===== src/tbcr_pkg.sv =====
/*
 * Shared constants for the timebase and counter chain routing block:
 * register offsets, field positions, reset values and cycle counts.
 * Assumes a single 100 MHz reference clock drives the whole block.
 */
package tbcr_pkg;
    // ------------------------------------------------------------
    // Clock rates and divider counts
    // ------------------------------------------------------------
    localparam int unsigned REF_CLK_KHZ   = 100000;
    localparam int unsigned FAST_REF_KHZ  = 20000;
    localparam int unsigned SLOW_TB_KHZ   = 100;
    localparam int unsigned FAST_DIV      = REF_CLK_KHZ / FAST_REF_KHZ;
    localparam int unsigned SLOW_DIV      = FAST_REF_KHZ / SLOW_TB_KHZ;
    localparam logic [2:0]  FAST_CNT_LAST = 3'(FAST_DIV - 1);
    localparam logic [7:0]  SLOW_CNT_LAST = 8'(SLOW_DIV - 1);

    // ------------------------------------------------------------
    // Register byte offsets
    // ------------------------------------------------------------
    localparam logic [5:0] OFS_CLK_SEL   = 6'h00;
    localparam logic [5:0] OFS_DIV_IN    = 6'h04;
    localparam logic [5:0] OFS_DIV_OUT   = 6'h08;
    localparam logic [5:0] OFS_DIV_CONV  = 6'h0c;
    localparam logic [5:0] OFS_CTR0_CFG  = 6'h10;
    localparam logic [5:0] OFS_CTR1_CFG  = 6'h14;
    localparam logic [5:0] OFS_CTR0_CNT  = 6'h18;
    localparam logic [5:0] OFS_CTR1_CNT  = 6'h1c;
    localparam logic [5:0] OFS_STATUS    = 6'h20;

    // ------------------------------------------------------------
    // Clock select register fields
    // ------------------------------------------------------------
    localparam int unsigned CS_PRIM_SYNC = 0;
    localparam int unsigned CS_IN_SRC    = 2;
    localparam int unsigned CS_OUT_SRC   = 4;
    localparam int unsigned CS_CONV_SRC  = 6;
    localparam int unsigned CS_HOLD_PIN  = 8;
    localparam int unsigned CS_TRIG_MODE = 9;
    localparam int unsigned CS_CTR0_BUS  = 11;
    localparam int unsigned CS_FIXED_TB  = 12;
    localparam int unsigned CS_WIDTH     = 13;
    localparam logic [12:0] CS_RESET     = 13'h0000;

    // Timebase source codes of the three sample/convert muxes
    localparam logic [1:0] SRC_DEFAULT   = 2'h0;
    localparam logic [1:0] SRC_SLOW      = 2'h1;
    localparam logic [1:0] SRC_FAST      = 2'h2;
    localparam logic [1:0] SRC_SELF      = 2'h3;

    // ------------------------------------------------------------
    // Counter config register fields
    // ------------------------------------------------------------
    localparam int unsigned CC_ENABLE    = 0;
    localparam int unsigned CC_UP        = 1;
    localparam int unsigned CC_TOGGLE    = 2;
    localparam int unsigned CC_SRC       = 3;
    localparam int unsigned CC_LOAD      = 16;
    localparam logic [15:0] DIV_RESET    = 16'h0001;
    localparam logic [31:0] CC_RESET     = 32'h0000_0000;

    // Counter clock source codes
    localparam logic [1:0] CSRC_PRIMARY  = 2'h0;
    localparam logic [1:0] CSRC_SLOW     = 2'h1;
    localparam logic [1:0] CSRC_PARTNER  = 2'h2;
    localparam logic [1:0] CSRC_EXTERNAL = 2'h3;

    typedef enum logic [1:0] {TRIG_NONE, TRIG_EDGE, TRIG_WINDOW, TRIG_RSVD} tbcr_trig_t;
    typedef enum logic {BUS_IDLE, BUS_ANSWER} tbcr_bus_t;
endpackage


===== src/tbcr_top.sv =====
/*
 * Timebase generation and routing fabric with a paired counter chain.
 * Assumes all inputs are synchronous to ref_clk; timebases are carried
 * as one-cycle ticks of ref_clk rather than as separate clocks.
 */
`timescale 1ns/10ps
module tbcr_top
    import tbcr_pkg::*;
(
    // Clock and reset
    input  wire logic        ref_clk,
    input  wire logic        reset_n,
    // Avalon-MM slave
    input  wire logic [5:0]  avs_address,
    input  wire logic        avs_read,
    input  wire logic        avs_write,
    input  wire logic [31:0] avs_writedata,
    output logic      [31:0] avs_readdata,
    output logic             avs_waitrequest,
    // Timebase inputs
    input  wire logic        syncLineSeven,
    input  wire logic        fasterTick,
    // Sample and conversion clocks
    output logic             inputSampleClock,
    output logic             outputSampleClock,
    output logic             inputConversionClock,
    // Events
    input  wire logic        holdDoneEvent,
    output logic             holdDoneConnectorPin,
    input  wire logic        compareRaw,
    output logic             compareEnable,
    output logic             levelCompareEvent,
    // Counters and trigger bus
    input  wire logic [1:0]  counterSourceIn,
    output logic [1:0]       counterInternalOutput,
    output logic [1:0]       partnerCounterOutput,
    output logic [1:0]       partnerCounterPulse,
    input  wire logic        ctrZeroPinIn,
    output logic             ctrZeroPinOut,
    output logic             ctrZeroPinOe,
    output logic             trigBusOut,
    output logic             trigBusOe
);
    import tbcr_pkg::*;

    // ------------------------------------------------------------
    // Register bus
    // ------------------------------------------------------------
    tbcr_bus_t          busState_q, busState_d;
    logic [31:0]        readData_q, readData_d;
    logic [CS_WIDTH-1:0] clkSel_q, clkSel_d;
    logic [15:0]        div_q [3];
    logic [15:0]        div_d [3];
    logic [31:0]        ctrCfg_q [2];
    logic [31:0]        ctrCfg_d [2];
    logic               selErr_q, selErr_d;
    logic               wrAccept;
    logic [15:0]        ctrCnt_q [2];
    logic [1:0]         ctrTog_q;

    function automatic logic selfRoute(input logic [31:0] v);
        selfRoute = (v[CS_IN_SRC+:2] == SRC_SELF) || (v[CS_OUT_SRC+:2] == SRC_SELF)
                 || (v[CS_CONV_SRC+:2] == SRC_SELF);
    endfunction

    assign avs_waitrequest = (avs_read || avs_write) && (busState_q == BUS_IDLE);
    assign avs_readdata    = readData_q;
    assign wrAccept        = avs_write && (busState_q == BUS_ANSWER);

    always_comb begin
        busState_d = BUS_IDLE;
        if ((avs_read || avs_write) && busState_q == BUS_IDLE) begin
            busState_d = BUS_ANSWER;
        end
        readData_d = readData_q;
        if (avs_read && busState_q == BUS_IDLE) begin
            unique case (avs_address)
                OFS_CLK_SEL:  readData_d = {19'h0, clkSel_q};
                OFS_DIV_IN:   readData_d = {16'h0, div_q[0]};
                OFS_DIV_OUT:  readData_d = {16'h0, div_q[1]};
                OFS_DIV_CONV: readData_d = {16'h0, div_q[2]};
                OFS_CTR0_CFG: readData_d = ctrCfg_q[0];
                OFS_CTR1_CFG: readData_d = ctrCfg_q[1];
                OFS_CTR0_CNT: readData_d = {16'h0, ctrCnt_q[0]};
                OFS_CTR1_CNT: readData_d = {16'h0, ctrCnt_q[1]};
                OFS_STATUS:   readData_d = {28'h0, compareEnable, ctrTog_q, selErr_q};
                default:      readData_d = 32'h0000_0000;
            endcase
        end
        clkSel_d = clkSel_q;
        div_d    = div_q;
        ctrCfg_d = ctrCfg_q;
        selErr_d = selErr_q;
        // Status write of one clears the error; a new rejection wins
        if (wrAccept && avs_address == OFS_STATUS && avs_writedata[0]) begin
            selErr_d = 1'b0;
        end
        if (wrAccept) begin
            unique case (avs_address)
                OFS_CLK_SEL: begin
                    if (selfRoute(avs_writedata)) begin
                        selErr_d = 1'b1;
                    end else begin
                        clkSel_d = avs_writedata[CS_WIDTH-1:0];
                    end
                end
                OFS_DIV_IN:   div_d[0]    = avs_writedata[15:0];
                OFS_DIV_OUT:  div_d[1]    = avs_writedata[15:0];
                OFS_DIV_CONV: div_d[2]    = avs_writedata[15:0];
                OFS_CTR0_CFG: ctrCfg_d[0] = avs_writedata;
                OFS_CTR1_CFG: ctrCfg_d[1] = avs_writedata;
                default: ;
            endcase
        end
    end

    always_ff @(posedge ref_clk or negedge reset_n) begin
        if (!reset_n) begin
            busState_q <= BUS_IDLE;
            readData_q <= 32'h0000_0000;
            clkSel_q   <= CS_RESET;
            div_q      <= '{DIV_RESET, DIV_RESET, DIV_RESET};
            ctrCfg_q   <= '{CC_RESET, CC_RESET};
            selErr_q   <= 1'b0;
        end else begin
            busState_q <= busState_d;
            readData_q <= readData_d;
            clkSel_q   <= clkSel_d;
            div_q      <= div_d;
            ctrCfg_q   <= ctrCfg_d;
            selErr_q   <= selErr_d;
        end
    end

    // ------------------------------------------------------------
    // Timebases
    // ------------------------------------------------------------
    logic [2:0] fastCnt_q, fastCnt_d;
    logic [7:0] slowCnt_q, slowCnt_d;
    logic       slowTick_q, slowTick_d;
    logic       syncPrev_q;
    logic       fastTick, syncEdge, primTick, fixedTb;

    assign fastTick = (fastCnt_q == FAST_CNT_LAST);
    assign syncEdge = syncLineSeven && !syncPrev_q;
    assign fixedTb  = clkSel_q[CS_FIXED_TB];
    // External reference enters the primary timebase only through sync line seven
    assign primTick = (clkSel_q[CS_PRIM_SYNC] && !fixedTb) ? syncEdge : fastTick;

    always_comb begin
        fastCnt_d  = fastTick ? 3'h0 : fastCnt_q + 3'h1;
        slowCnt_d  = slowCnt_q;
        slowTick_d = 1'b0;
        if (fastTick) begin
            // Free running; no enable so the slow base never drifts
            slowCnt_d  = (slowCnt_q == SLOW_CNT_LAST) ? 8'h00 : slowCnt_q + 8'h01;
            slowTick_d = (slowCnt_q == SLOW_CNT_LAST);
        end
    end

    always_ff @(posedge ref_clk or negedge reset_n) begin
        if (!reset_n) begin
            fastCnt_q  <= 3'h0;
            slowCnt_q  <= 8'h00;
            slowTick_q <= 1'b0;
            syncPrev_q <= 1'b0;
        end else begin
            fastCnt_q  <= fastCnt_d;
            slowCnt_q  <= slowCnt_d;
            slowTick_q <= slowTick_d;
            syncPrev_q <= syncLineSeven;
        end
    end

    // ------------------------------------------------------------
    // Sample and conversion clocks: 0 input, 1 output, 2 conversion
    // ------------------------------------------------------------
    logic [2:0]  baseTick, sampPulse_q, sampPulse_d;
    logic [15:0] sampCnt_q [3];
    logic [15:0] sampCnt_d [3];
    localparam int unsigned SRC_POS [3] = '{CS_IN_SRC, CS_OUT_SRC, CS_CONV_SRC};

    for (genvar g = 0; g < 3; g++) begin : g_samp
        always_comb begin
            unique case (clkSel_q[SRC_POS[g]+:2])
                SRC_SLOW: baseTick[g] = slowTick_q;
                SRC_FAST: baseTick[g] = fixedTb ? fasterTick : fastTick;
                default:  baseTick[g] = primTick;
            endcase
            sampCnt_d[g]   = sampCnt_q[g];
            sampPulse_d[g] = 1'b0;
            if (baseTick[g]) begin
                // Divisor of zero acts as one
                if (sampCnt_q[g] + 16'h0001 >= div_q[g]) begin
                    sampCnt_d[g]   = 16'h0000;
                    sampPulse_d[g] = 1'b1;
                end else begin
                    sampCnt_d[g] = sampCnt_q[g] + 16'h0001;
                end
            end
        end
        always_ff @(posedge ref_clk or negedge reset_n) begin
            if (!reset_n) begin
                sampCnt_q[g]   <= 16'h0000;
                sampPulse_q[g] <= 1'b0;
            end else begin
                sampCnt_q[g]   <= sampCnt_d[g];
                sampPulse_q[g] <= sampPulse_d[g];
            end
        end
    end

    assign inputSampleClock     = sampPulse_q[0];
    assign outputSampleClock    = sampPulse_q[1];
    assign inputConversionClock = sampPulse_q[2];

    // ------------------------------------------------------------
    // Events and trigger bus routing
    // ------------------------------------------------------------
    logic holdPin_q, compEvt_q, busOut_q, pinOut_q;
    tbcr_trig_t trigMode;

    assign trigMode      = tbcr_trig_t'(clkSel_q[CS_TRIG_MODE+:2]);
    assign compareEnable = (trigMode == TRIG_EDGE) || (trigMode == TRIG_WINDOW);

    always_ff @(posedge ref_clk or negedge reset_n) begin
        if (!reset_n) begin
            holdPin_q <= 1'b0;
            compEvt_q <= 1'b0;
            busOut_q  <= 1'b0;
            pinOut_q  <= 1'b0;
        end else begin
            holdPin_q <= clkSel_q[CS_HOLD_PIN] && holdDoneEvent;
            compEvt_q <= compareEnable && compareRaw;
            busOut_q  <= ctrZeroPinIn;
            pinOut_q  <= counterInternalOutput[0];
        end
    end

    assign holdDoneConnectorPin = holdPin_q;
    assign levelCompareEvent    = compEvt_q;
    // Pin turns around to input while it feeds the trigger bus
    assign ctrZeroPinOe  = !clkSel_q[CS_CTR0_BUS];
    assign ctrZeroPinOut = pinOut_q;
    assign trigBusOe     = clkSel_q[CS_CTR0_BUS];
    assign trigBusOut    = busOut_q;

    // ------------------------------------------------------------
    // Paired counters
    // ------------------------------------------------------------
    logic [1:0]  ctrTick, ctrTc, ctrPulse_q, ctrPulse_d, ctrTog_d;
    logic [15:0] ctrCnt_d [2];

    for (genvar c = 0; c < 2; c++) begin : g_ctr
        always_comb begin
            unique case (ctrCfg_q[c][CC_SRC+:2])
                CSRC_SLOW:     ctrTick[c] = slowTick_q;
                CSRC_PARTNER:  ctrTick[c] = ctrPulse_q[1-c];
                CSRC_EXTERNAL: ctrTick[c] = counterSourceIn[c];
                default:       ctrTick[c] = primTick;
            endcase
            ctrTc[c] = ctrCfg_q[c][CC_UP] ? (ctrCnt_q[c] == 16'hffff)
                                          : (ctrCnt_q[c] == 16'h0000);
            ctrCnt_d[c]   = ctrCnt_q[c];
            ctrPulse_d[c] = 1'b0;
            ctrTog_d[c]   = ctrTog_q[c];
            if (!ctrCfg_q[c][CC_ENABLE]) begin
                ctrCnt_d[c] = ctrCfg_q[c][CC_LOAD+:16];
            end else if (ctrTick[c]) begin
                if (ctrTc[c]) begin
                    // Pulse is set for one ref cycle per terminal count, whatever the source rate
                    ctrPulse_d[c] = 1'b1;
                    ctrTog_d[c]   = !ctrTog_q[c];
                    ctrCnt_d[c]   = ctrCfg_q[c][CC_LOAD+:16];
                end else begin
                    ctrCnt_d[c] = ctrCfg_q[c][CC_UP] ? ctrCnt_q[c] + 16'h0001
                                                     : ctrCnt_q[c] - 16'h0001;
                end
            end
        end
        always_ff @(posedge ref_clk or negedge reset_n) begin
            if (!reset_n) begin
                ctrCnt_q[c]   <= 16'h0000;
                ctrPulse_q[c] <= 1'b0;
                ctrTog_q[c]   <= 1'b0;
            end else begin
                ctrCnt_q[c]   <= ctrCnt_d[c];
                ctrPulse_q[c] <= ctrPulse_d[c];
                ctrTog_q[c]   <= ctrTog_d[c];
            end
        end
        assign counterInternalOutput[c] = ctrCfg_q[c][CC_TOGGLE] ? ctrTog_q[c]
                                                                : ctrPulse_q[c];
        assign partnerCounterOutput[c]  = counterInternalOutput[1-c];
        assign partnerCounterPulse[c]   = ctrPulse_q[1-c];
    end
endmodule


===== config.mk =====
export PLATFORM = sky130hd
export DESIGN_NAME = tbcr_top
export DESIGN_NICKNAME = d
export VERILOG_FILES = /design/src/tbcr_pkg.sv /design/src/tbcr_top.sv
export SDC_FILE = /design/constraint.sdc
export NUM_CORES = 1
export LEC_CHECK = 0
export ABC_AREA = 1
export BUFFER_PORTS_ARGS = -buffer_cell sky130_fd_sc_hd__buf_4
export CAP_MARGIN = 10
export CORE_MARGIN = 2
export CORE_UTILIZATION = 62
export CTS_BUF_LIST = sky130_fd_sc_hd__clkbuf_8
export DETAILED_ROUTE_END_ITERATION = 7
export PLACE_DENSITY = 0.81
export RECOVER_POWER = 25
export SLEW_MARGIN = 30
export SYNTH_ARGS = -nofsm -noshare
export SYNTH_HDL_FRONTEND = slang
export SYNTH_SLANG_ARGS = --single-unit
export TNS_END_PERCENT = 100

===== constraint.sdc =====
create_clock -name ref_clk -period 3 [get_ports ref_clk]
set_input_delay 0.15 -clock ref_clk [delete_from_list [all_inputs] [get_ports ref_clk]]
set_output_delay 0.15 -clock ref_clk [all_outputs]
set_load 0.01 [all_outputs]

=== Word-level counts from Yosys, hierarchy flattened ===
Index checks and enable logic that the tools add are counted.

* $add $sub $neg: 9
* $lt $le $gt $ge: 3
* Eq/ne operators: 31
* Muxes and demuxes: 43
* Bitwise gates (word level): 2
* Reductions and logical operators: 29

{| class="wikitable"
|+ Operator list
! cell !! number
|-
| 32-bit one-hot mux with 9 select lines || 1
|-
| 16-bit 2-to-1 mux || 11
|-
| 16-bit by 1-bit adder with 16-bit output, second input constant || 5
|-
| 16-bit >= comparator || 3
|-
| 16-bit equality test, second input constant || 2
|-
| 16-bit zero test || 2
|-
| 16-bit by 1-bit subtractor with 16-bit output, second input constant || 2
|-
| 6-bit by 5-bit equality test with 1-bit output, second input constant || 4
|-
| 1-bit 2-to-1 mux || 24
|-
| 2-bit equality test, second input constant || 11
|-
| 2-bit by 1-bit equality test with 1-bit output, second input constant || 6
|-
| 6-bit by 4-bit equality test with 1-bit output, second input constant || 2
|-
| 2-bit AND reduction || 5
|-
| 1-bit logical AND || 9
|-
| 3-bit AND reduction || 3
|-
| 8-bit by 1-bit adder with 8-bit output, second input constant || 1
|-
| 8-bit equality test, second input constant || 1
|-
| 8-bit 2-to-1 mux || 1
|-
| 6-bit by 3-bit equality test with 1-bit output, second input constant || 1
|-
| 6-bit equality test, second input constant || 1
|-
| 6-bit zero test || 1
|-
| 1-bit one-hot mux with 2 select lines || 3
|-
| 1-bit one-hot mux with 3 select lines || 2
|-
| 1-bit zero test || 5
|-
| other kinds (6) || 11
|}

* Bits in registers: 263
* Bits of input ports: 49
* Output and inout bits: 49
* Word-level logic and storage cells: 146

=== Logic depth before layout (Yosys ltp) ===
Gate-level depths: netlist (run 1).

* Word-level depth: 7
* Mapped depth: 17
* Gate-level depth less buffers: 17

=== Worst setup path after synthesis (run 1) ===
Ideal clock, no wire load.

* Path kind: flip-flop to flip-flop
* Start: reg sampCnt_q[19] (netlist bit)
* End: reg sampCnt_q[22] (netlist bit)
* Library setup time: 0.132 ns
* Arrival time: 2.299 ns
* Required time: 2.868 ns
* Setup slack: 0.568 ns
* Cell stages (with the launch flop): 14
* Buffers on the path: 1
* Period minus slack after synthesis: 2.432 ns
* Path through: dfrtp_1 inv_1 nor3_2 nand2_1 nor2_1 nand2_1 and2_1 ha_1 nand2_1 nor3_1 nand3_1 nand3_1 clkbuf_1 o21ai_0

* Word-level cells in the longest chain between the ends: 3

{| class="wikitable"
|+ Ends and longest elaborated chain
! item !! line !! text
|-
| start, declared || tbcr_top.sv:179 || <nowiki>logic [15:0] sampCnt_q [3];</nowiki>
|-
| start signal, assigned by index || tbcr_top.sv:207 || <nowiki>sampCnt_q[g] <= sampCnt_d[g];</nowiki>
|-
| 16-bit by 1-bit adder with 16-bit output * || tbcr_top.sv:194, tbcr_top.sv:198 ||
|-
| 16-bit >= comparator || tbcr_top.sv:194 || <nowiki>if (sampCnt_q[g] + 16'h0001 >= div_q[g]) begin</nowiki>
|-
| 16-bit 2-to-1 mux * || tbcr_top.sv:194 ||
|}

Mark *: on every way between the ends. The rest lies on a longest branch, timed or not.
A chain may end at the register's enable or synchronous reset.

=== Final worst setup path (run 1) ===
* Start: reg sampCnt_q[32] (netlist bit)
* End: reg sampCnt_q[45] (netlist bit)

The elaborated chain is that of the path after synthesis.

==> flow_summary.ini, run 1 <==
[clock_tree]
clk_pin_slew_ns = 0.06
clock_latency_ns = 0.58
cts_tree = done
clock-sinks = 263
postCtsSetupBuffers = 0
cts_root_buffer = clkbuf_8
cts_buffer_depth = 3
numCtsBuffers = 46
h-tree-depth = 2

[placed_design]
port_buffers = 97
gp_congestion = 0.980
hpwlAfterDp_um = 34100
placed_area_um2 = 17400
preCtsSetupSlack_ns = 0.262

[synth]
synth_seq_area_share_pct = 40.2
postSynthCellCount = 2318
ys_seq_elements = 263
yosys.area_share.simple_pct = 29.9
syn_area_per_cell_um2 = 7.07
muxShareOfSynthArea_pct = 0
synthArstFlopShare_pct = 100
ys_types = 44
yosys_warnings = 0
synthXorXnorAreaFrac_pct = 2.03
synth-edff-count = 0
ys.flop_type = dfrtp_1
synthTopCellsByCount = nand2_1, inv_1, dfrtp_1, nor2_1, o21ai_0
yosysTopAreaCell = dfrtp_1
yosys.area.top_type_share_pct = 39.7
synth-compound-area-share_pct = 11.0
synthAdderAreaFrac_pct = 6.96
syn-cell-area_um2 = 16400
synth_top_family_by_area = simple AND/OR/NAND/NOR gates
ys_top_cells_by_area = dfrtp_1, nand2_1, inv_1, ha_1, o21ai_0
postSynthNetCount = 2457
synth.most_common_cell = nand2_1

[power_and_ir_drop]
p_sw_share_pct = 37.3
power.density_nw_per_um2 = 605
p_sw_mw = 4.21
power.leakage_nw = 9.93
ir_drop_mv = 0.414
internal-power_mw = 7.07
seq_power_share_pct = 37.7
p_comb_share_pct = 31.8
clkPwrFrac_pct = 30.5

[layout]
n_antenna_cell = 0
final_area_um2 = 18600
syn_to_final_growth_pct = 13.7
drive_gt1_share_pct = 10.1
final_nets = 2596

[routing]
vias_per_cell = 5.63
wl_um = 47100
wire_per_inst_um = 16.7
drtIter0Drc = 1487
vias = 15896
antenna_left = 0
dr.pass1.iters = 7
drc = 0

[timing]
final_max_slew_viol_count = 94
fin_skew_ns = 0.0217
postLayoutSetupSlackWorst_ns = 0.276
fin_setup_tns_ns = 0
final.period_utilization_pct = 90.8
fin_crit_ns = 2.72
hold_viol_final = 0
grt_setup_unrepaired = no
slew_headroom_pct = -61.3
fmax_mhz = 367
setup_violations = 0
worst_slew_pin_slew_ns = 2.42

[grt]
grt_first_pass_wirelength_um = 76200
busiest_layer = met2
grt_use_met1_pct = 48.4
antenna_found_initial = 0
grt_max_degree = 94
grt-ovfl-total = 0
track_usage_pct = 33.9
grt_pass1_vias = 14981
grt_use_met2_pct = 51.7
grt_use_met3_pct = 6.54

[die]
coreArea_um2 = 26000
num_io_pins = 98
dieArea_um2 = 27800
num_rows = 59
die_h_um = 167
die_w_um = 167
start_util_pct = 63.1

[setup_path]
cp_data_arrival_time_ns = 3.21
endpoint_kind = flip-flop
worstPathRequired_ns = 3.49
cp_max_fo = 9
crit_type = flip-flop to flip-flop
crit_path_start_kind = flip-flop

[worst_hold_path]
min_path_type = input port to flip-flop

[status]
outcome = finished with violations
violations = capacitance limit, slew limit

[run]
cap_violations = 1
-- power groups by stage --
stage	logic, mW	clock network, mW	registers [mW]
floorplan	2.59	0	4.15
global placement	3.36	0	4.27
detailed placement	3.48	0	4.28
CTS	3.54	3.47	4.23
global route	4.10	3.61	4.28
finish	3.59	3.44	4.25
-- path summary, 6_finish.rpt --
| check | start | cells past startpoint | to | slack (ns) |
|---|---|---|---|---|
| min in group asynchronous | reset_n | 2 | avs_readdata[19] | 0.83 |
| worst min-delay path | avs_writedata[2] | 3 | ctrCfg_q[2] | 0.03 |
| worst min register to register | fastCnt_q[0] | 1 | fastCnt_q[0] | 0.46 |
| worst max-delay path | sampCnt_q[32] | 13 | sampCnt_q[45] | 0.28 |
| max in group asynchronous | reset_n | 3 | sampCnt_q[5] | 0.54 |
| worst max register to register | sampCnt_q[32] | 13 | sampCnt_q[45] | 0.28 |
-- state kept, by name, indices dropped and copies added, names as in the netlist --
name / count
ctrCfg_q: 64
holdDoneConnectorPin: 1
syncPrev_q: 1
inputSampleClock: 1
div_q: 48
avs_readdata: 32
levelCompareEvent: 1
trigBusOut: 1
ctrTog_q: 2
busState_q: 1
slowCnt_q: 8
inputConversionClock: 1
outputSampleClock: 1
partnerCounterPulse: 2
ctrCnt_q: 32
sampCnt_q: 48
ctrZeroPinOut: 1
clkSel_q: 13
selErr_q: 1
slowTick_q: 1
fastCnt_q: 3
-- metrics by stage --
stage	std cells	hold WS [ns]	utilization, %	total power, mW
2_1_floorplan	2318	-0.146	-	6.75
3_3_place_gp	2710	0.220	66.8	7.63
3_5_place_dp	2710	0.221	66.8	7.76
4_1_cts	2824	0.00177	71.8	11.2
5_1_grt	2824	0.0306	71.7	12.0
6_report	2824	0.0280	71.7	11.3
-- area by class of cell --
cell class | count | area, um2
timing repair buffer | 152 | 1220
fill | 2149 | 7340
tap | 335 | 419
clock inverter | 20 | 135
clock buffer | 60 | 826
inverter | 337 | 1270
sequential | 263 | 6590
multi-input combinational | 1657 | 8180
-- cell usage in the layout, fill, tap and decap left out, types with 3 or more instances in the layout --
| cell | instances |
|---|---|
| nand2_1 | 805 |
| inv_1 | 325 |
| dfrtp_1 | 260 |
| nor2_1 | 180 |
| o21ai_0 | 153 |
| nand3_1 | 117 |
| buf_4 | 112 |
| ha_1 | 88 |
| a21oi_1 | 76 |
| o21ai_1 | 60 |
| clkbuf_8 | 60 |
| dlygate4sd3_1 | 34 |
| nand4_1 | 25 |
| xor2_1 | 23 |
| a22oi_1 | 17 |
| xnor2_1 | 15 |
| nor3_1 | 13 |
| and2_1 | 13 |
| inv_2 | 12 |
| clkinv_2 | 12 |
| o21bai_1 | 10 |
| nand2_2 | 10 |
| o22ai_1 | 8 |
| or2_2 | 7 |
| o21a_1 | 6 |
| nand3_2 | 5 |
| nor2_2 | 4 |
| nor3_2 | 3 |
| nand3b_1 | 3 |
| clkinvlp_4 | 3 |
| dfstp_2 | 3 |
| clkbuf_4 | 3 |
-- per-layer routing --
metal / up-vias / routed length, um
met5: - / 0
met4: 0 / 1750
met3: 139 / 4560
met2: 778 / 20700
met1: 7392 / 20100
li1: 7587 / -
-- critical path, stage by stage, from the launching register on --
cell and delay [ns]:
dfrtp_1 0.41, ha_1 0.20, nand3_1 0.14, nor2_1 0.16, nand2_1 0.12, o21ai_0 0.27, and2_1 0.17, ha_1 0.22
nand2_1 0.10, o21ai_0 0.11, a21oi_1 0.17, nand3_2 0.20, buf_4 0.22, o21ai_0 0.15
-- kinds of logic (layout without fill, tap and decap cells) --
group,count (synthesis),in the layout
AND/OR/NAND/NOR,1193,1193
flip-flops,263,263
adder cells (fa/ha/maj),90,90
AO/OA/AOI/OAI,336,336
buffers and inverters,398,569
XOR/XNOR,38,38
-- timing repair --
item,4_1_cts,5_1_grt
resized for setup,0,2
hold buffers,34,0
endpoints found under the hold margin,163,0
setup endpoints to repair,0,17
(Power assumes the default switching activity.)
==> inputs of run 2 (changes only) <==
HOLD_SLACK_MARGIN = 0.15   (was not set)
==> run 2 against run 1 <==
Against the previous run: the flow still finishes with violations (capacitance limit, slew limit); non-clock buffer count grew 9; worst setup slack worse by 0.0043 ns; sequential power about the same; largest power group unchanged; highest routed layer unchanged.
==> flow_summary.ini, run 2 (synthesis gave the netlist of run 1 again) <==
[die]
coreArea_um2 = 26000
num_rows = 59
dieArea_um2 = 27800
die_h_um = 167
start_util_pct = 63.1
die_w_um = 167
num_io_pins = 98

[timing]
fin_crit_ns = 2.73
worst_slew_pin_slew_ns = 2.41
setup_violations = 0
fin_setup_tns_ns = 0
slew_headroom_pct = -60.9
fmax_mhz = 367
hold_viol_final = 0
final_max_slew_viol_count = 94
fin_skew_ns = 0.0226
postLayoutSetupSlackWorst_ns = 0.272
final.period_utilization_pct = 90.9
grt_setup_unrepaired = no
fin_hold_ws_ns = 0.193

[clock_tree]
cts_root_buffer = clkbuf_8
postCtsSetupBuffers = 0
h-tree-depth = 2
cts_tree = done
clock_latency_ns = 0.58
clk_pin_slew_ns = 0.06
cts_buffer_depth = 3
numCtsBuffers = 46
clock-sinks = 263

[routing]
dr.pass1.iters = 6
wl_um = 47200
antenna_left = 0
drtIter0Drc = 1666
vias = 15968
vias_per_cell = 5.64
drc = 0
wire_per_inst_um = 16.7

[layout]
n_fill_cell = 2134
largest_register_ffs = 64
reg_top3 = ctrCfg_q x64, div_q x48, sampCnt_q x48
mostFrequentLayoutCells = nand2_1, inv_1, dfrtp_1
drive_gt1_share_pct = 10.0
n_antenna_cell = 0
multiInputGateArea_um2 = 8180
final_common_cell = nand2_1
seq_area_um2 = 6590
syn_to_final_growth_pct = 14.3
final_nets = 2605
regMostFlops = ctrCfg_q

[worst_hold_path]
min_path_cells = 6
min_path_type = input port to flip-flop

[placed_design]
preCtsSetupSlack_ns = 0.262
hpwlAfterDp_um = 34100
gp_congestion = 0.980
port_buffers = 97

[setup_path]
rr_worst_depth = 13
crit_path_start_kind = flip-flop
worstPathRequired_ns = 3.49
max_stage_delay_ns = 0.41
crit_type = flip-flop to flip-flop
crit_slowest_cell = dfrtp_1
crit_top_cell = o21ai_0
cp_max_fo = 9
endpoint_kind = flip-flop
path_cells = ha_1 > nand3_1 > nor2_1 > nand2_1 > o21ai_0 > and2_1 > ha_1 > nand2_1 > o21ai_0 > a21oi_1 > nand3_2 > buf_4 > o21ai_0
cp_data_arrival_time_ns = 3.22

[grt]
grt_use_met2_pct = 51.7
grt_first_pass_wirelength_um = 76300
grt_use_met1_pct = 48.4
busiest_layer = met2
grt_pass1_vias = 15047
track_usage_pct = 33.9
grt_use_met3_pct = 6.63
grt-ovfl-total = 0
grt_max_degree = 94
antenna_found_initial = 0

[power_and_ir_drop]
ir_drop_mv = 0.415
fin_total_pwr_mw = 11.3
power.density_nw_per_um2 = 603
power.leakage_nw = 9.96

[run]
cap_violations = 1

[status]
violations = capacitance limit, slew limit
outcome = finished with violations
run 2: cell count changes in the layout (fill, tap and decap cells not counted):
cell,delta
clkbuf_1,+1
clkbuf_4,-2
dlygate4sd3_1,+9
buf_4,+1
run 2: final cells by class:
type	count	share of cell area [%]
timing repair buffer	161	7.00
clock buffer	60	4.41
inverter	337	6.78
sequential	263	35.2
tap	335	2.24
multi-input combinational	1657	43.7
clock inverter	20	0.721
run 2: per-layer routing:
metal  wire (um)  vias up  part of all wire [%]
met5           0        -                     0
met4        1790        0                   3.8
met3        4700      158                   9.9
met2       20700      792                    44
met1       20000     7411                    42
li1            -     7607                     -
run 2: worst paths after layout:
| path | from | end | slack [ns] |
|---|---|---|---|
| max in group asynchronous | reset_n | sampCnt_q[5] | 0.55 |
| min in group asynchronous | reset_n | avs_readdata[19] | 0.83 |
| setup / recovery | sampCnt_q[32] | sampCnt_q[45] | 0.27 |
| setup reg to reg | sampCnt_q[32] | sampCnt_q[45] | 0.27 |
| hold reg to reg | fastCnt_q[0] | fastCnt_q[0] | 0.46 |
| hold / removal | avs_read | avs_readdata[5] | 0.19 |
run 2: timing repair:
item	in CTS	in global routing
resized for setup	0	2
setup endpoints to repair	0	17
hold endpoints to repair	233	0
hold buffers	43	0
run 2: critical path: cells and delay by family, from the launching register on:
| kind | cells | cell delay [ns] |
|---|---|---|
| compound gates | 4 | 0.70 |
| fa+ha+maj | 2 | 0.42 |
| buf+inv | 1 | 0.22 |
| flops | 1 | 0.41 |
| simple gates | 6 | 0.89 |
run 2: power by group:
part	total, mW	switching (mW)	internal, mW	leakage (nW)
sequential	4.25	0.384	3.87	3.57
clock	3.45	1.56	1.89	0.515
combinational	3.60	2.28	1.32	5.87
total	11.3	4.23	7.07	9.96
run 2: per-stage QoR:
| stage | instances | util (%) | area (um2) |
|---|---|---|---|
| after floorplan | 2318 | - | 16400 |
| after global placement | 2710 | 66.8 | 17400 |
| after detailed placement | 2710 | 66.8 | 17400 |
| after CTS | 2833 | 72.1 | 18700 |
| after global routing | 2833 | 72.1 | 18700 |
| final | 2833 | 72.1 | 18700 |
